`config.mk`:
```
export PLATFORM = sky130hd
export DESIGN_NAME = i2cm_master_port
export DESIGN_NICKNAME = d
export VERILOG_FILES = /design/src/i2cm_pkg.sv /design/src/i2cm_fifo.sv /design/src/i2cm_master_port.sv
export SDC_FILE = /design/constraint.sdc
export NUM_CORES = 1
export LEC_CHECK = 0
export ABC_AREA = 1
export BUFFER_PORTS_ARGS = -buffer_cell sky130_fd_sc_hd__buf_2
export CORE_ASPECT_RATIO = 2
export CORE_UTILIZATION = 60
export DETAILED_ROUTE_END_ITERATION = 16
export PLACE_DENSITY_LB_ADDON = 0.15
export SETUP_SLACK_MARGIN = 0.3
export SYNTH_ARGS = -nofsm -noshare
export SYNTH_HDL_FRONTEND = slang
export SYNTH_SLANG_ARGS = --single-unit
```
`constraint.sdc`:
```
create_clock -name clk_i -period 4 [get_ports clk_i]
set_clock_uncertainty 0.1 [all_clocks]
set_input_delay 0.6 -clock clk_i [delete_from_list [all_inputs] [get_ports clk_i]]
set_output_delay 0.6 -clock clk_i [all_outputs]
set_load 0.05 [all_outputs]
```
`src/i2cm_pkg.sv`:
```
package i2cm_pkg;
   // Register map
   localparam logic [7:0] ADR_TXBUF = 8'h9A;
   localparam logic [7:0] ADR_RXBUF = 8'h9B;
   localparam logic [7:0] ADR_MODE  = 8'hE8;
   localparam logic [7:0] ADR_ADDR  = 8'hE9;
   localparam logic [7:0] ADR_STAT  = 8'hEA;
   // Reset values
   localparam logic [7:0] RST_MODE  = 8'h00;
   localparam logic [7:0] RST_ADDR  = 8'h00;
   localparam logic [7:0] RST_RXBUF = 8'h00;
   // Mode fields
   localparam int MODE_EN      = 7;
   localparam int MODE_DIV_HI  = 6;
   localparam int MODE_DIV_LO  = 5;
   localparam int MODE_LEN_HI  = 4;
   // Status fields
   localparam int STAT_BUSY    = 7;
   localparam int STAT_NOACK   = 6;
   localparam int STAT_RXIRQ   = 5;
   localparam int STAT_TXIRQ   = 4;
   localparam int STAT_ACCERR  = 1;
   localparam int STAT_TXWRERR = 0;
   localparam logic [1:0] FST_EMPTY = 2'h0;
   localparam logic [1:0] FST_HALF  = 2'h2;
   localparam logic [1:0] FST_FULL  = 2'h3;
   // Serial clock: period is 16 << divider core cycles, four phases per bit
   localparam int         SCL_DIV_BASE = 16;
   localparam int         SCL_PHASES   = 4;
   localparam logic [7:0] QTR_BASE     = 8'(SCL_DIV_BASE / SCL_PHASES);
   localparam int         FAST_KHZ     = 256;
   localparam int         STD_KHZ      = 32;
   // Byte framing
   localparam int         FIFO_DEPTH   = 4;
   localparam logic [3:0] ACK_SLOT     = 4'h8;
   localparam logic [3:0] DECIDE_SLOT  = 4'h9;
   typedef enum logic [1:0] {I2CM_IDLE, I2CM_START, I2CM_BIT, I2CM_STOP} i2cm_state_e;
endpackage

```
`src/i2cm_fifo.sv`:
```
`timescale 1ns/10ps
`default_nettype none
module i2cm_fifo
   import i2cm_pkg::*;
(
   // Clock and reset
   input  wire logic       clk_i,
   input  wire logic       reset_n_i,
   // Control
   input  wire logic       flush_i,
   input  wire logic       push_i,
   input  wire logic [7:0] push_data_i,
   input  wire logic       pop_i,
   // State
   output logic      [7:0] head_o,
   output logic      [2:0] count_o
);
   logic [7:0] mem_r [FIFO_DEPTH];
   logic [7:0] mem_nxt [FIFO_DEPTH];
   logic [1:0] wr_r, wr_nxt, rd_r, rd_nxt;
   logic [2:0] cnt_nxt;
   logic [7:0] head_nxt;
   logic       do_push, do_pop;

   always_comb begin
      do_pop  = pop_i && (count_o != 3'h0);
      do_push = push_i && (count_o != 3'(FIFO_DEPTH));
      mem_nxt = mem_r;
      wr_nxt  = wr_r;
      rd_nxt  = rd_r;
      cnt_nxt = count_o;
      if (flush_i) begin
         wr_nxt  = 2'h0;
         rd_nxt  = 2'h0;
         cnt_nxt = 3'h0;
      end else begin
         if (do_push) begin
            mem_nxt[wr_r] = push_data_i;
            wr_nxt        = wr_r + 2'h1;
         end
         if (do_pop) begin
            rd_nxt = rd_r + 2'h1;
         end
         cnt_nxt = count_o + {2'h0, do_push} - {2'h0, do_pop};
      end
      head_nxt = (cnt_nxt == 3'h0) ? RST_RXBUF : mem_nxt[rd_nxt];
   end

   always_ff @(posedge clk_i) begin
      if (!reset_n_i) begin
         wr_r    <= 2'h0;
         rd_r    <= 2'h0;
         count_o <= 3'h0;
         head_o  <= RST_RXBUF;
         for (int i = 0; i < FIFO_DEPTH; i++) begin
            mem_r[i] <= 8'h00;
         end
      end else begin
         wr_r    <= wr_nxt;
         rd_r    <= rd_nxt;
         count_o <= cnt_nxt;
         head_o  <= head_nxt;
         mem_r   <= mem_nxt;
      end
   end
endmodule
`default_nettype wire

```
`src/i2cm_master_port.sv`:
```
// Operation
// - Master drives serial clock; fast and standard rates reachable by divider.
// - Serial clock is core clock over 16 times two to divider field.
// - Mode bit 7 enables interface; no transfer starts while clear.
// - Writing the address register starts a transaction with that address.
// - Address register holds seven-bit target above the direction bit.
// - Direction 1 reads into receive buffer; 0 writes from transmit buffer.
// - Read stops after length field plus one bytes, or on error.
// - Mode, address and status registers sit at the shared addresses.
// - Transmit buffer write-only at 0x9A; receive buffer read-only, resets zero.
// - One four-byte FIFO serves receive or transmit, one at a time.
// - Reads acknowledge automatically and not-acknowledge the final byte.
// - Address rewrite mid-transaction gives repeated start instead of stop.
// - Missing slave acknowledge sets no-ack flag and stops; write zero clears.
`timescale 1ns/10ps
`default_nettype none
module i2cm_master_port
   import i2cm_pkg::*;
(
   // Clock and reset
   input  wire logic       clk_i,
   input  wire logic       reset_n_i,
   // Register port
   input  wire logic [7:0] sfr_addr_i,
   input  wire logic       sfr_wr_i,
   input  wire logic       sfr_rd_i,
   input  wire logic [7:0] sfr_wdata_i,
   output logic      [7:0] sfr_rdata_o,
   // Serial clock pin
   input  wire logic       scl_i,
   output logic            scl_o,
   output logic            scl_oen_o,
   // Serial data pin
   input  wire logic       sda_i,
   output logic            sda_o,
   output logic            sda_oen_o
);
   i2cm_state_e state_r, state_nxt;
   logic [7:0] mode_r, mode_nxt, addr_r, addr_nxt, cur_addr_r, cur_addr_nxt;
   logic [7:0] shift_r, shift_nxt, div_cnt_r, div_cnt_nxt, rdata_nxt, qtr_last;
   logic [1:0] phase_r, phase_nxt;
   logic [3:0] bit_cnt_r, bit_cnt_nxt;
   logic [4:0] byte_cnt_r, byte_cnt_nxt;
   logic       rd_mode_r, rd_mode_nxt, is_addr_r, is_addr_nxt, ack_r, ack_nxt;
   logic       restart_r, restart_nxt, scl_r, scl_nxt, sda_r, sda_nxt;
   logic       noack_r, noack_nxt, rxirq_r, rxirq_nxt, txirq_r, txirq_nxt;
   logic       accerr_r, accerr_nxt, txwr_r, txwr_nxt;
   logic [2:0] scl_s_r, sda_s_r;
   logic       scl_in_r, sda_in_r, zero_r;
   logic       tick, hold, ready, rx_byte, last_rx, busy, en;
   logic       wr_tx, rd_rx, wr_adr, wr_stat;
   logic       f_flush, f_push, f_pop;
   logic [7:0] f_pdata, f_head;
   logic [2:0] f_count;
   logic [1:0] fstat;

   i2cm_fifo u_fifo (
      .clk_i       (clk_i),
      .reset_n_i   (reset_n_i),
      .flush_i     (f_flush),
      .push_i      (f_push),
      .push_data_i (f_pdata),
      .pop_i       (f_pop),
      .head_o      (f_head),
      .count_o     (f_count)
   );

   // Pin synchronisers, a change counts once stages two and three agree
   always_ff @(posedge clk_i) begin
      if (!reset_n_i) begin
         scl_s_r  <= 3'h7;
         sda_s_r  <= 3'h7;
         scl_in_r <= 1'b1;
         sda_in_r <= 1'b1;
         zero_r   <= 1'b0;
      end else begin
         scl_s_r  <= {scl_s_r[1:0], scl_i};
         sda_s_r  <= {sda_s_r[1:0], sda_i};
         zero_r   <= 1'b0;
         if (scl_s_r[1] == scl_s_r[2]) begin
            scl_in_r <= scl_s_r[2];
         end
         if (sda_s_r[1] == sda_s_r[2]) begin
            sda_in_r <= sda_s_r[2];
         end
      end
   end

   always_comb begin
      en       = mode_r[MODE_EN];
      busy     = (state_r != I2CM_IDLE);
      wr_tx    = sfr_wr_i && (sfr_addr_i == ADR_TXBUF);
      rd_rx    = sfr_rd_i && (sfr_addr_i == ADR_RXBUF);
      wr_adr   = sfr_wr_i && (sfr_addr_i == ADR_ADDR);
      wr_stat  = sfr_wr_i && (sfr_addr_i == ADR_STAT);
      rx_byte  = rd_mode_r && !is_addr_r;
      last_rx  = (byte_cnt_r == mode_r[MODE_LEN_HI:0]);
      // Stall only while another received byte must still fit
      ready    = !(rx_byte && !last_rx && ack_r && (f_count == 3'(FIFO_DEPTH)));
      qtr_last = 8'((QTR_BASE << mode_r[MODE_DIV_HI:MODE_DIV_LO]) - 8'h01);
      // Agreeing stages end the high phase without an extra register delay
      hold     = ((phase_r == 2'h1) && !(scl_in_r || (scl_s_r[1] && scl_s_r[2])))
               || ((state_r == I2CM_BIT) && (bit_cnt_r == DECIDE_SLOT) && !ready);
      tick     = busy && (div_cnt_r == qtr_last) && !hold;
      fstat    = (f_count == 3'(FIFO_DEPTH)) ? FST_FULL : (f_count >= 3'h2) ? FST_HALF : FST_EMPTY;
   end

   always_comb begin
      state_nxt    = state_r;
      phase_nxt    = phase_r;
      bit_cnt_nxt  = bit_cnt_r;
      byte_cnt_nxt = byte_cnt_r;
      shift_nxt    = shift_r;
      rd_mode_nxt  = rd_mode_r;
      is_addr_nxt  = is_addr_r;
      ack_nxt      = ack_r;
      restart_nxt  = restart_r;
      cur_addr_nxt = cur_addr_r;
      scl_nxt      = scl_r;
      sda_nxt      = sda_r;
      mode_nxt     = mode_r;
      addr_nxt     = addr_r;
      noack_nxt    = noack_r;
      rxirq_nxt    = rxirq_r;
      txirq_nxt    = txirq_r;
      accerr_nxt   = accerr_r;
      txwr_nxt     = txwr_r;
      f_flush      = 1'b0;
      f_push       = 1'b0;
      f_pdata      = sfr_wdata_i;
      f_pop        = rd_rx;
      div_cnt_nxt  = !busy ? 8'h00 : (div_cnt_r == qtr_last) ? (hold ? div_cnt_r : 8'h00)
                   : div_cnt_r + 8'h01;
      // Software side; hardware sets below override these clears
      if (sfr_wr_i && (sfr_addr_i == ADR_MODE)) begin
         mode_nxt = sfr_wdata_i;
      end
      if (wr_stat) begin
         noack_nxt  = noack_r & sfr_wdata_i[STAT_NOACK];
         rxirq_nxt  = rxirq_r & sfr_wdata_i[STAT_RXIRQ];
         txirq_nxt  = txirq_r & sfr_wdata_i[STAT_TXIRQ];
         accerr_nxt = accerr_r & sfr_wdata_i[STAT_ACCERR];
         txwr_nxt   = txwr_r & sfr_wdata_i[STAT_TXWRERR];
      end
      if (wr_tx) begin
         if (busy && rd_mode_r) begin
            accerr_nxt = 1'b1;
         end else begin
            f_push = 1'b1;
            if (f_count == 3'(FIFO_DEPTH)) begin
               txwr_nxt = 1'b1;
            end
         end
      end
      if (rd_rx && busy && !rd_mode_r) begin
         accerr_nxt = 1'b1;
      end
      if (wr_adr) begin
         addr_nxt = sfr_wdata_i;
         if (busy) begin
            restart_nxt = 1'b1;
         end else if (en) begin
            state_nxt    = I2CM_START;
            phase_nxt    = 2'h0;
            cur_addr_nxt = sfr_wdata_i;
            shift_nxt    = sfr_wdata_i;
            rd_mode_nxt  = sfr_wdata_i[0];
            is_addr_nxt  = 1'b1;
            byte_cnt_nxt = 5'h00;
            f_flush      = sfr_wdata_i[0];
         end
      end
      if (busy && !en) begin
         state_nxt   = I2CM_IDLE;
         scl_nxt     = 1'b1;
         sda_nxt     = 1'b1;
         restart_nxt = 1'b0;
      end else if (tick) begin
         phase_nxt = phase_r + 2'h1;
         case (state_r)
            I2CM_START: begin
               case (phase_r)
                  2'h0: scl_nxt = 1'b1;
                  2'h1: sda_nxt = 1'b0;
                  2'h2: scl_nxt = 1'b0;
                  default: begin
                     state_nxt   = I2CM_BIT;
                     bit_cnt_nxt = 4'h0;
                     sda_nxt     = shift_r[7];
                  end
               endcase
            end
            I2CM_BIT: begin
               case (phase_r)
                  2'h0: begin
                     if (bit_cnt_r == DECIDE_SLOT) begin
                        phase_nxt   = 2'h0;
                        bit_cnt_nxt = 4'h0;
                        is_addr_nxt = 1'b0;
                        if (!ack_r) begin
                           noack_nxt = 1'b1;
                           state_nxt = I2CM_STOP;
                           sda_nxt   = 1'b0;
                        end else if ((rx_byte && last_rx)
                                     || (!rd_mode_r && (f_count == 3'h0))) begin
                           if (restart_r) begin
                              restart_nxt  = 1'b0;
                              state_nxt    = I2CM_START;
                              sda_nxt      = 1'b1;
                              cur_addr_nxt = addr_r;
                              shift_nxt    = addr_r;
                              rd_mode_nxt  = addr_r[0];
                              is_addr_nxt  = 1'b1;
                              byte_cnt_nxt = 5'h00;
                              f_flush      = addr_r[0];
                           end else begin
                              state_nxt = I2CM_STOP;
                              sda_nxt   = 1'b0;
                           end
                        end else if (rd_mode_r) begin
                           if (rx_byte) begin
                              byte_cnt_nxt = byte_cnt_r + 5'h01;
                           end
                           shift_nxt = 8'h00;
                           sda_nxt   = 1'b1;
                        end else begin
                           f_pop     = 1'b1;
                           shift_nxt = f_head;
                           sda_nxt   = f_head[7];
                           if (f_count == 3'h1) begin
                              txirq_nxt = 1'b1;
                           end
                        end
                     end else begin
                        scl_nxt = 1'b1;
                     end
                  end
                  2'h1: begin
                     if (bit_cnt_r == ACK_SLOT) begin
                        ack_nxt = rx_byte || !sda_in_r;
                     end else begin
                        shift_nxt = {shift_r[6:0], sda_in_r};
                     end
                  end
                  2'h2: scl_nxt = 1'b0;
                  default: begin
                     bit_cnt_nxt = bit_cnt_r + 4'h1;
                     if (bit_cnt_r == ACK_SLOT) begin
                        sda_nxt = 1'b1;
                        if (rx_byte) begin
                           f_push    = 1'b1;
                           f_pdata   = shift_r;
                           rxirq_nxt = 1'b1;
                        end
                     end else if (bit_cnt_r == 4'h7) begin
                        sda_nxt = rx_byte ? last_rx : 1'b1;
                     end else begin
                        sda_nxt = rx_byte ? 1'b1 : shift_r[7];
                     end
                  end
               endcase
            end
            I2CM_STOP: begin
               case (phase_r)
                  2'h0: scl_nxt = 1'b1;
                  2'h1: sda_nxt = 1'b1;
                  2'h2: sda_nxt = 1'b1;
                  default: begin
                     state_nxt   = I2CM_IDLE;
                     restart_nxt = 1'b0;
                  end
               endcase
            end
            default: state_nxt = I2CM_IDLE;
         endcase
      end
      case (sfr_addr_i)
         ADR_RXBUF: rdata_nxt = f_head;
         ADR_MODE:  rdata_nxt = mode_r;
         ADR_ADDR:  rdata_nxt = addr_r;
         ADR_STAT:  rdata_nxt = {busy, noack_r, rxirq_r, txirq_r, fstat, accerr_r, txwr_r};
         default:   rdata_nxt = 8'h00;
      endcase
      if (!sfr_rd_i) begin
         rdata_nxt = sfr_rdata_o;
      end
   end

   always_ff @(posedge clk_i) begin
      if (!reset_n_i) begin
         state_r <= I2CM_IDLE;
         phase_r <= 2'h0;
         bit_cnt_r <= 4'h0;
         byte_cnt_r <= 5'h00;
         shift_r <= 8'h00;
         div_cnt_r <= 8'h00;
         {rd_mode_r, is_addr_r, ack_r, restart_r} <= 4'h0;
         {scl_r, sda_r} <= 2'h3;
         {noack_r, rxirq_r, txirq_r, accerr_r, txwr_r} <= 5'h00;
         mode_r <= RST_MODE;
         addr_r <= RST_ADDR;
         cur_addr_r <= RST_ADDR;
         sfr_rdata_o <= 8'h00;
      end else begin
         state_r <= state_nxt;
         phase_r <= phase_nxt;
         bit_cnt_r <= bit_cnt_nxt;
         byte_cnt_r <= byte_cnt_nxt;
         shift_r <= shift_nxt;
         div_cnt_r <= div_cnt_nxt;
         {rd_mode_r, is_addr_r, ack_r, restart_r} <= {rd_mode_nxt, is_addr_nxt, ack_nxt, restart_nxt};
         {scl_r, sda_r} <= {scl_nxt, sda_nxt};
         {noack_r, rxirq_r, txirq_r, accerr_r, txwr_r} <= {noack_nxt, rxirq_nxt, txirq_nxt, accerr_nxt, txwr_nxt};
         mode_r <= mode_nxt;
         addr_r <= addr_nxt;
         cur_addr_r <= cur_addr_nxt;
         sfr_rdata_o <= rdata_nxt;
      end
   end

   // Open-drain: only low is driven, enable low means driving
   assign scl_o     = zero_r;
   assign sda_o     = zero_r;
   assign scl_oen_o = scl_r;
   assign sda_oen_o = sda_r;
endmodule
`default_nettype wire

```
== Word-level counts from Yosys, hierarchy flattened ==
Index checks and enable logic that the tools add are counted.
Word-level totals
  register bits after elaboration: 119
  bits in latches: 0
  bits in writable memories: 0
  memory bits (read-only): 0
  input port bits: 22
  output and inout port bits: 12
  logic and storage cells: 318
  memories: 0
Cells by class
  add/sub/neg operators: 9
  multipliers: 0
  divide/modulo/power cells: 0
  order comparisons: 4
  equality and inequality tests: 30
  shifts and indexed selects: 1
  multiplexer cells: 180
  bitwise logic cells: 9
  reduce and logical (&&, ||, !) cells: 53
Operator list (number)
  two-way mux 8 bit: 23
  two-way mux 1 bit: 101
  two-way mux 5 bit: 13
  two-way mux 32 bit: 2
  two-way mux 2 bit: 23
  equality test 8 bit (second input constant): 5
  bitwise mux 32 bit: 1
  case mux 8 bit (4 select lines): 1
  logical AND 1 bit: 24
  AND reduction 6 bit: 3
  binary-select mux 8 bit (select 2 bit): 1
  demux 8 bit (select 2 bit): 1
  case mux 4 bit (2 select lines): 2
  case mux 8 bit (2 select lines): 1
  != test 3 bit (second input constant): 4
  != test 2 bit (second input constant): 5
  case mux 1 bit (2 select lines): 5
  OR reduction 2 bit: 5
  adder 8 x 1 -> 8 bit (second input constant): 1
  equality test 4 bit (second input constant): 2
  equality test 8 bit: 1
  two-way mux 4 bit: 2
  left shift 3 x 2 -> 8 bit (first input constant): 1
  subtractor 8 x 1 -> 8 bit (second input constant): 1
  other kinds (32): 58

== Logic depth before layout (Yosys ltp) ==
  word-level depth: 18
  mapped depth: 20
  depth with buffers taken out: 20

== Modules after synthesis ==
From an unflattened synthesis, not the netlist that was laid out.
Second synthesis, totals
  cells, all modules: 1109
  area total of the unflattened synthesis: 7292.0 µm²
Modules (own cells, without submodules)
  i2cm_master_port: times used 1, cells an instance 732, area an instance 4689.5 µm², sequential area each 1441.4 µm²
  i2cm_fifo: times used 1, cells an instance 377, area an instance 2602.5 µm², sequential area each 940.9 µm²

== Least setup slack after synthesis ==
OpenSTA, ideal clock, no wires.
  path kind: input to register
  start point: input port sfr_addr_i[2]
  end point: register u_fifo.head_o[0]
  library setup time: 137 ps
  arrival time: 2903 ps
  required time: 3763 ps
  path slack: 861 ps
  cell stages on the path: 15
  buffers on the path: 0
  path through: inv_1 nand2_1 nor4_2 nand2_1 o21ai_1 nand2_1 inv_1 ha_1 inv_1 ha_1 fa_1 nand2_1 nor2_1 nor3_2 a21oi_1
On the way
  cells in the longest elaborated chain, start to end: 17
  elaborated cells between the ends (all ways): 45
  classes of those cells: 2 x add/sub; 3 x eq/ne; 32 x mux; 1 x bitwise; 7 x reduce/logical
Ends and longest elaborated chain
  from (decl): line i2cm_master_port.sv:24  | input wire logic [7:0] sfr_addr_i,
  parallel branches: the longest is 17 deep, another holds adder 3 x 1 -> 3 bit
  to (signal assigned): line i2cm_fifo.sv:62  | head_o <= head_nxt;
  to (decl): line i2cm_fifo.sv:15  | output logic [7:0] head_o,
Parallel ways; which one is timed is not known. The select of a mux whose other input is x is not followed.
A chain may end at the register's enable or synchronous reset.

== Final worst setup path ==
  start point: register bit_cnt_r[1]
  end point: register u_fifo.head_o[5]
On the way
  cells in the longest elaborated chain, start to end: 15
  elaborated cells between the ends (all ways): 43
  classes of those cells: 2 x add/sub; 2 x eq/ne; 29 x mux; 1 x bitwise; 9 x reduce/logical
Ends and longest elaborated chain
  from (decl): line i2cm_master_port.sv:42  | logic [3:0] bit_cnt_r, bit_cnt_nxt;
  from (signal assigned): line i2cm_master_port.sv:307  | bit_cnt_r <= bit_cnt_nxt;
  parallel branches: the longest is 15 deep, another holds adder 3 x 1 -> 3 bit
Parallel ways; which one is timed is not known. The select of a mux whose other input is x is not followed.

==> impl_metrics.yaml <==
outcome:
  status: "completed"
setup_path:
  reg2regPathDepth: 18
  r2r_start: "bit_cnt_r[1]"
  reg2reg_to: "u_fifo.head_o[5]"
  cpMaxStageDelayCell: "fa_1"
  required_ps: 4190
  cp_max_fo: 8
  critPathCaptureType: "flop"
  cp_data_arrival_time_ps: 3690
  crit_path_start_kind: "flop"
  r2r_slack_ps: 500
  path_class: "flop to flop"
  crit_path_max_incr_delay_ps: 370
  path_cells: "inv_1 -> ha_1 -> nand4_2 -> nor3_2 -> nand3_1 -> nand4_4 -> o21ai_2 -> nand2_1 -> inv_1 -> ha_1 -> inv_1 -> ha_1 -> fa_1 -> xnor2_1 -> nand2_1 -> nor2_1 -> nor3_4 -> a21oi_1"
flow_run:
  max-cap-violations: 0
placement:
  pre_cts_ws_ps: 473
  place.port_buffers: 31
  hpwl_microns: 15700
  gp_congestion: 1.05
  place_area_sq_mm: 0.00681
clocking:
  clk_pin_slew_ps: 60
  clock-sinks: 119
  cts_tree: "built"
  cts_root_buf: "clkbuf_16"
  cts_buffers: 17
  clk_latency_ps: 420
  h-tree-depth: 4
  cts_buffer_depth: 2
routing:
  via_count: 6763
  dr.first_iter.drc_count: 520
  drt_drc_violations_left: 0
  first_pass_iters: 8
  wl_per_cell_microns: 19.4
  ant_nets: 0
  vias_per_cell: 6.15
  routed_wl_microns: 21300
power:
  p_per_area_mw_per_mm2: 383
  ir_drop_v: 0.000321
  power_leakage_nw: 3.08
die:
  initial_utilization: 0.622
  dieArea_sq_mm: 0.0114
  rows: 53
  die_h_microns: 150
  io_pins: 34
  die_x_microns: 75.9
  fp.coreArea_sq_mm: 0.0105
grt:
  grt_pass1_vias: 6578
  grt_usage: 0.381
  grt_max_degree: 36
  antenna_found_initial: 0
  grt_pass1_wl_microns: 32900
  grt-ovfl-total: 0
sta:
  maxSlewHeadroom: 0.413
  min_period_ps: 3500
  hold_viol: 0
  fin_setup_tns_ps: 0
  finalCritPeriodShare: 0.875
  fmax_mhz: 286
  slew_violations: 0
  worst_slew_pin_slew_ps: 874
  rsz0062_at_grt: "false"
  fin_ws_ps: 501
  setup_violations: 0
synth:
  async_flop_share: 0
  syn_area_per_cell_sq_um: 7.14
  yosys-top-cells-area: "dfxtp_1 (36%), nand3_1 (10%), nand2_1 (9.7%)"
  synth_top_area_cell: "dfxtp_1"
  ys_seq_area_frac: 0.363
  synth_cell_types: 53
  syn_area_sq_mm: 0.00656
  synthCells: 919
  synth-edff-count: 0
  synth.most_common_cell: "nand2_1"
  synth.top_cell.area_share: 0.363
  ys_ff_latch: 119
  yosys_warnings: 0
  synth_ff_type: "dfxtp_1"
  synth_common_cells: "nand2_1 (170), nand3_1 (133), dfxtp_1 (119), a21oi_1 (100), inv_1 (96)"
finish:
  final_area_sq_mm: 0.00743
  n_fill_cell: 896
  fin_nets: 991
  drive_gt1_frac: 0.137
  syn_to_final_growth_pct: 13.3
  antennaDiodeCount: 0
worst_hold_path:
  hold_class: "input port to flop"
  min-delay-start: "scl_i"
  hold_path_end: "scl_s_r[0]"
  holdPathStages: 2
[through the flow]
| step | power (mW) | hold slack, ps | std cells | util |
|---|---|---|---|---|
| finish | 2.85 | 256 | 1099 | 0.705 |
| global route | 2.91 | 267 | 1099 | 0.705 |
| CTS | 2.85 | 261 | 1099 | 0.703 |
| detailed placement | 1.29 | 300 | 1069 | 0.646 |
| global placement | 1.29 | 295 | 1069 | 0.646 |
| floorplan | 1.26 | 293 | 920 | - |
[where the power goes]
group          internal, mW  leakage (nW)  total [mW]  switching (mW)
registers              1.19         0.960        1.19         0.00181
logic                0.0182          1.83      0.0804          0.0622
clock network          1.04         0.291        1.57           0.537
total                  2.25          3.08        2.85           0.601
[flip-flops by register name, indices dropped and copies added (netlist names), 2 cells and up]
name,flops
u_fifo.wr_r,2
byte_cnt_r,5
addr_r,8
state_r,2
u_fifo.head_o,8
mode_r,8
sfr_rdata_o,8
scl_s_r,3
u_fifo.mem_r,32
shift_r,8
phase_r,2
u_fifo.rd_r,2
div_cnt_r,8
u_fifo.count_o,3
bit_cnt_r,4
sda_s_r,3
[worst max-delay path by stage]
stage / cells after the start / slack [ps] / endpoint / from
5_1_grt: 18 / 320 / u_fifo.head_o[3] / bit_cnt_r[1]
2_1_floorplan: 15 / 860 / u_fifo.head_o[0] / sfr_addr_i[2]
4_1_cts: 19 / 390 / u_fifo.head_o[4] / phase_r[0]
6_report: 18 / 500 / u_fifo.head_o[5] / bit_cnt_r[1]
3_5_place_dp: 18 / 470 / u_fifo.head_o[5] / phase_r[0]
3_3_place_gp: 18 / 590 / u_fifo.head_o[4] / phase_r[0]
[layout by cell type (no fill, tap or decap), drive strengths merged, types with 2 or more instances in the layout]
cell type / instances
nand2: 183
a211oi: 11
bufinv: 3
xnor2: 2
o2111ai: 4
conb: 2
a221oi: 3
a21oi: 100
clkinvlp: 2
clkbuf: 23
nor3b: 2
nand3: 137
buf: 41
o21ai: 66
o22ai: 5
nor3: 15
a31oi: 3
ha: 17
nor2: 58
clkinv: 3
inv: 112
nor4: 5
xor2: 5
o21bai: 8
nand4: 14
a22o: 5
or2: 6
dfxtp: 119
o31ai: 2
[logic make-up after synthesis]
group / synth area share
XOR/XNOR: 0.00935
AO/OA/AOI/OAI: 0.180
other: 0.000572
flip-flops: 0.363
buffers and inverters: 0.0891
AND/OR/NAND/NOR: 0.322
adder cells (fa/ha/maj): 0.0355
[layout make-up]
class	instances	area (sq um)	share of cell area
Multi-Input combinational cell	659	3610	0.486
Sequential cell	119	2380	0.321
Clock buffer	23	488	0.0657
Inverter	113	430	0.0579
Timing Repair Buffer	41	230	0.0310
Tap cell	137	171	0.0231
Clock inverter	7	119	0.0160
[worst max-delay path, delay by kind of cell, from the launching register on]
| kind | cells | cell delay (ps) |
|---|---|---|
| compound gates | 2 | 180 |
| flops | 1 | 310 |
| simple gates | 8 | 1330 |
| fa+ha+maj | 4 | 1070 |
| buf+inv | 3 | 230 |
| xor+xnor | 1 | 140 |
[layer usage]
metal / GRT usage / share of wire / up-vias
li1: - / - / 3179
met1: 0.353 / 0.34 / 3124
met2: 0.709 / 0.52 / 324
met3: 0.0720 / 0.057 / 136
met4: 0.328 / 0.087 / 0
met5: 0 / 0 / -
[repair_timing]
item | in CTS | in global routing
endpoints found under the setup margin | 0 | 8
resized for setup | 0 | 3
setup buffers | 0 | 0
hold buffers | 0 | 0
(Power assumes the default switching activity.)
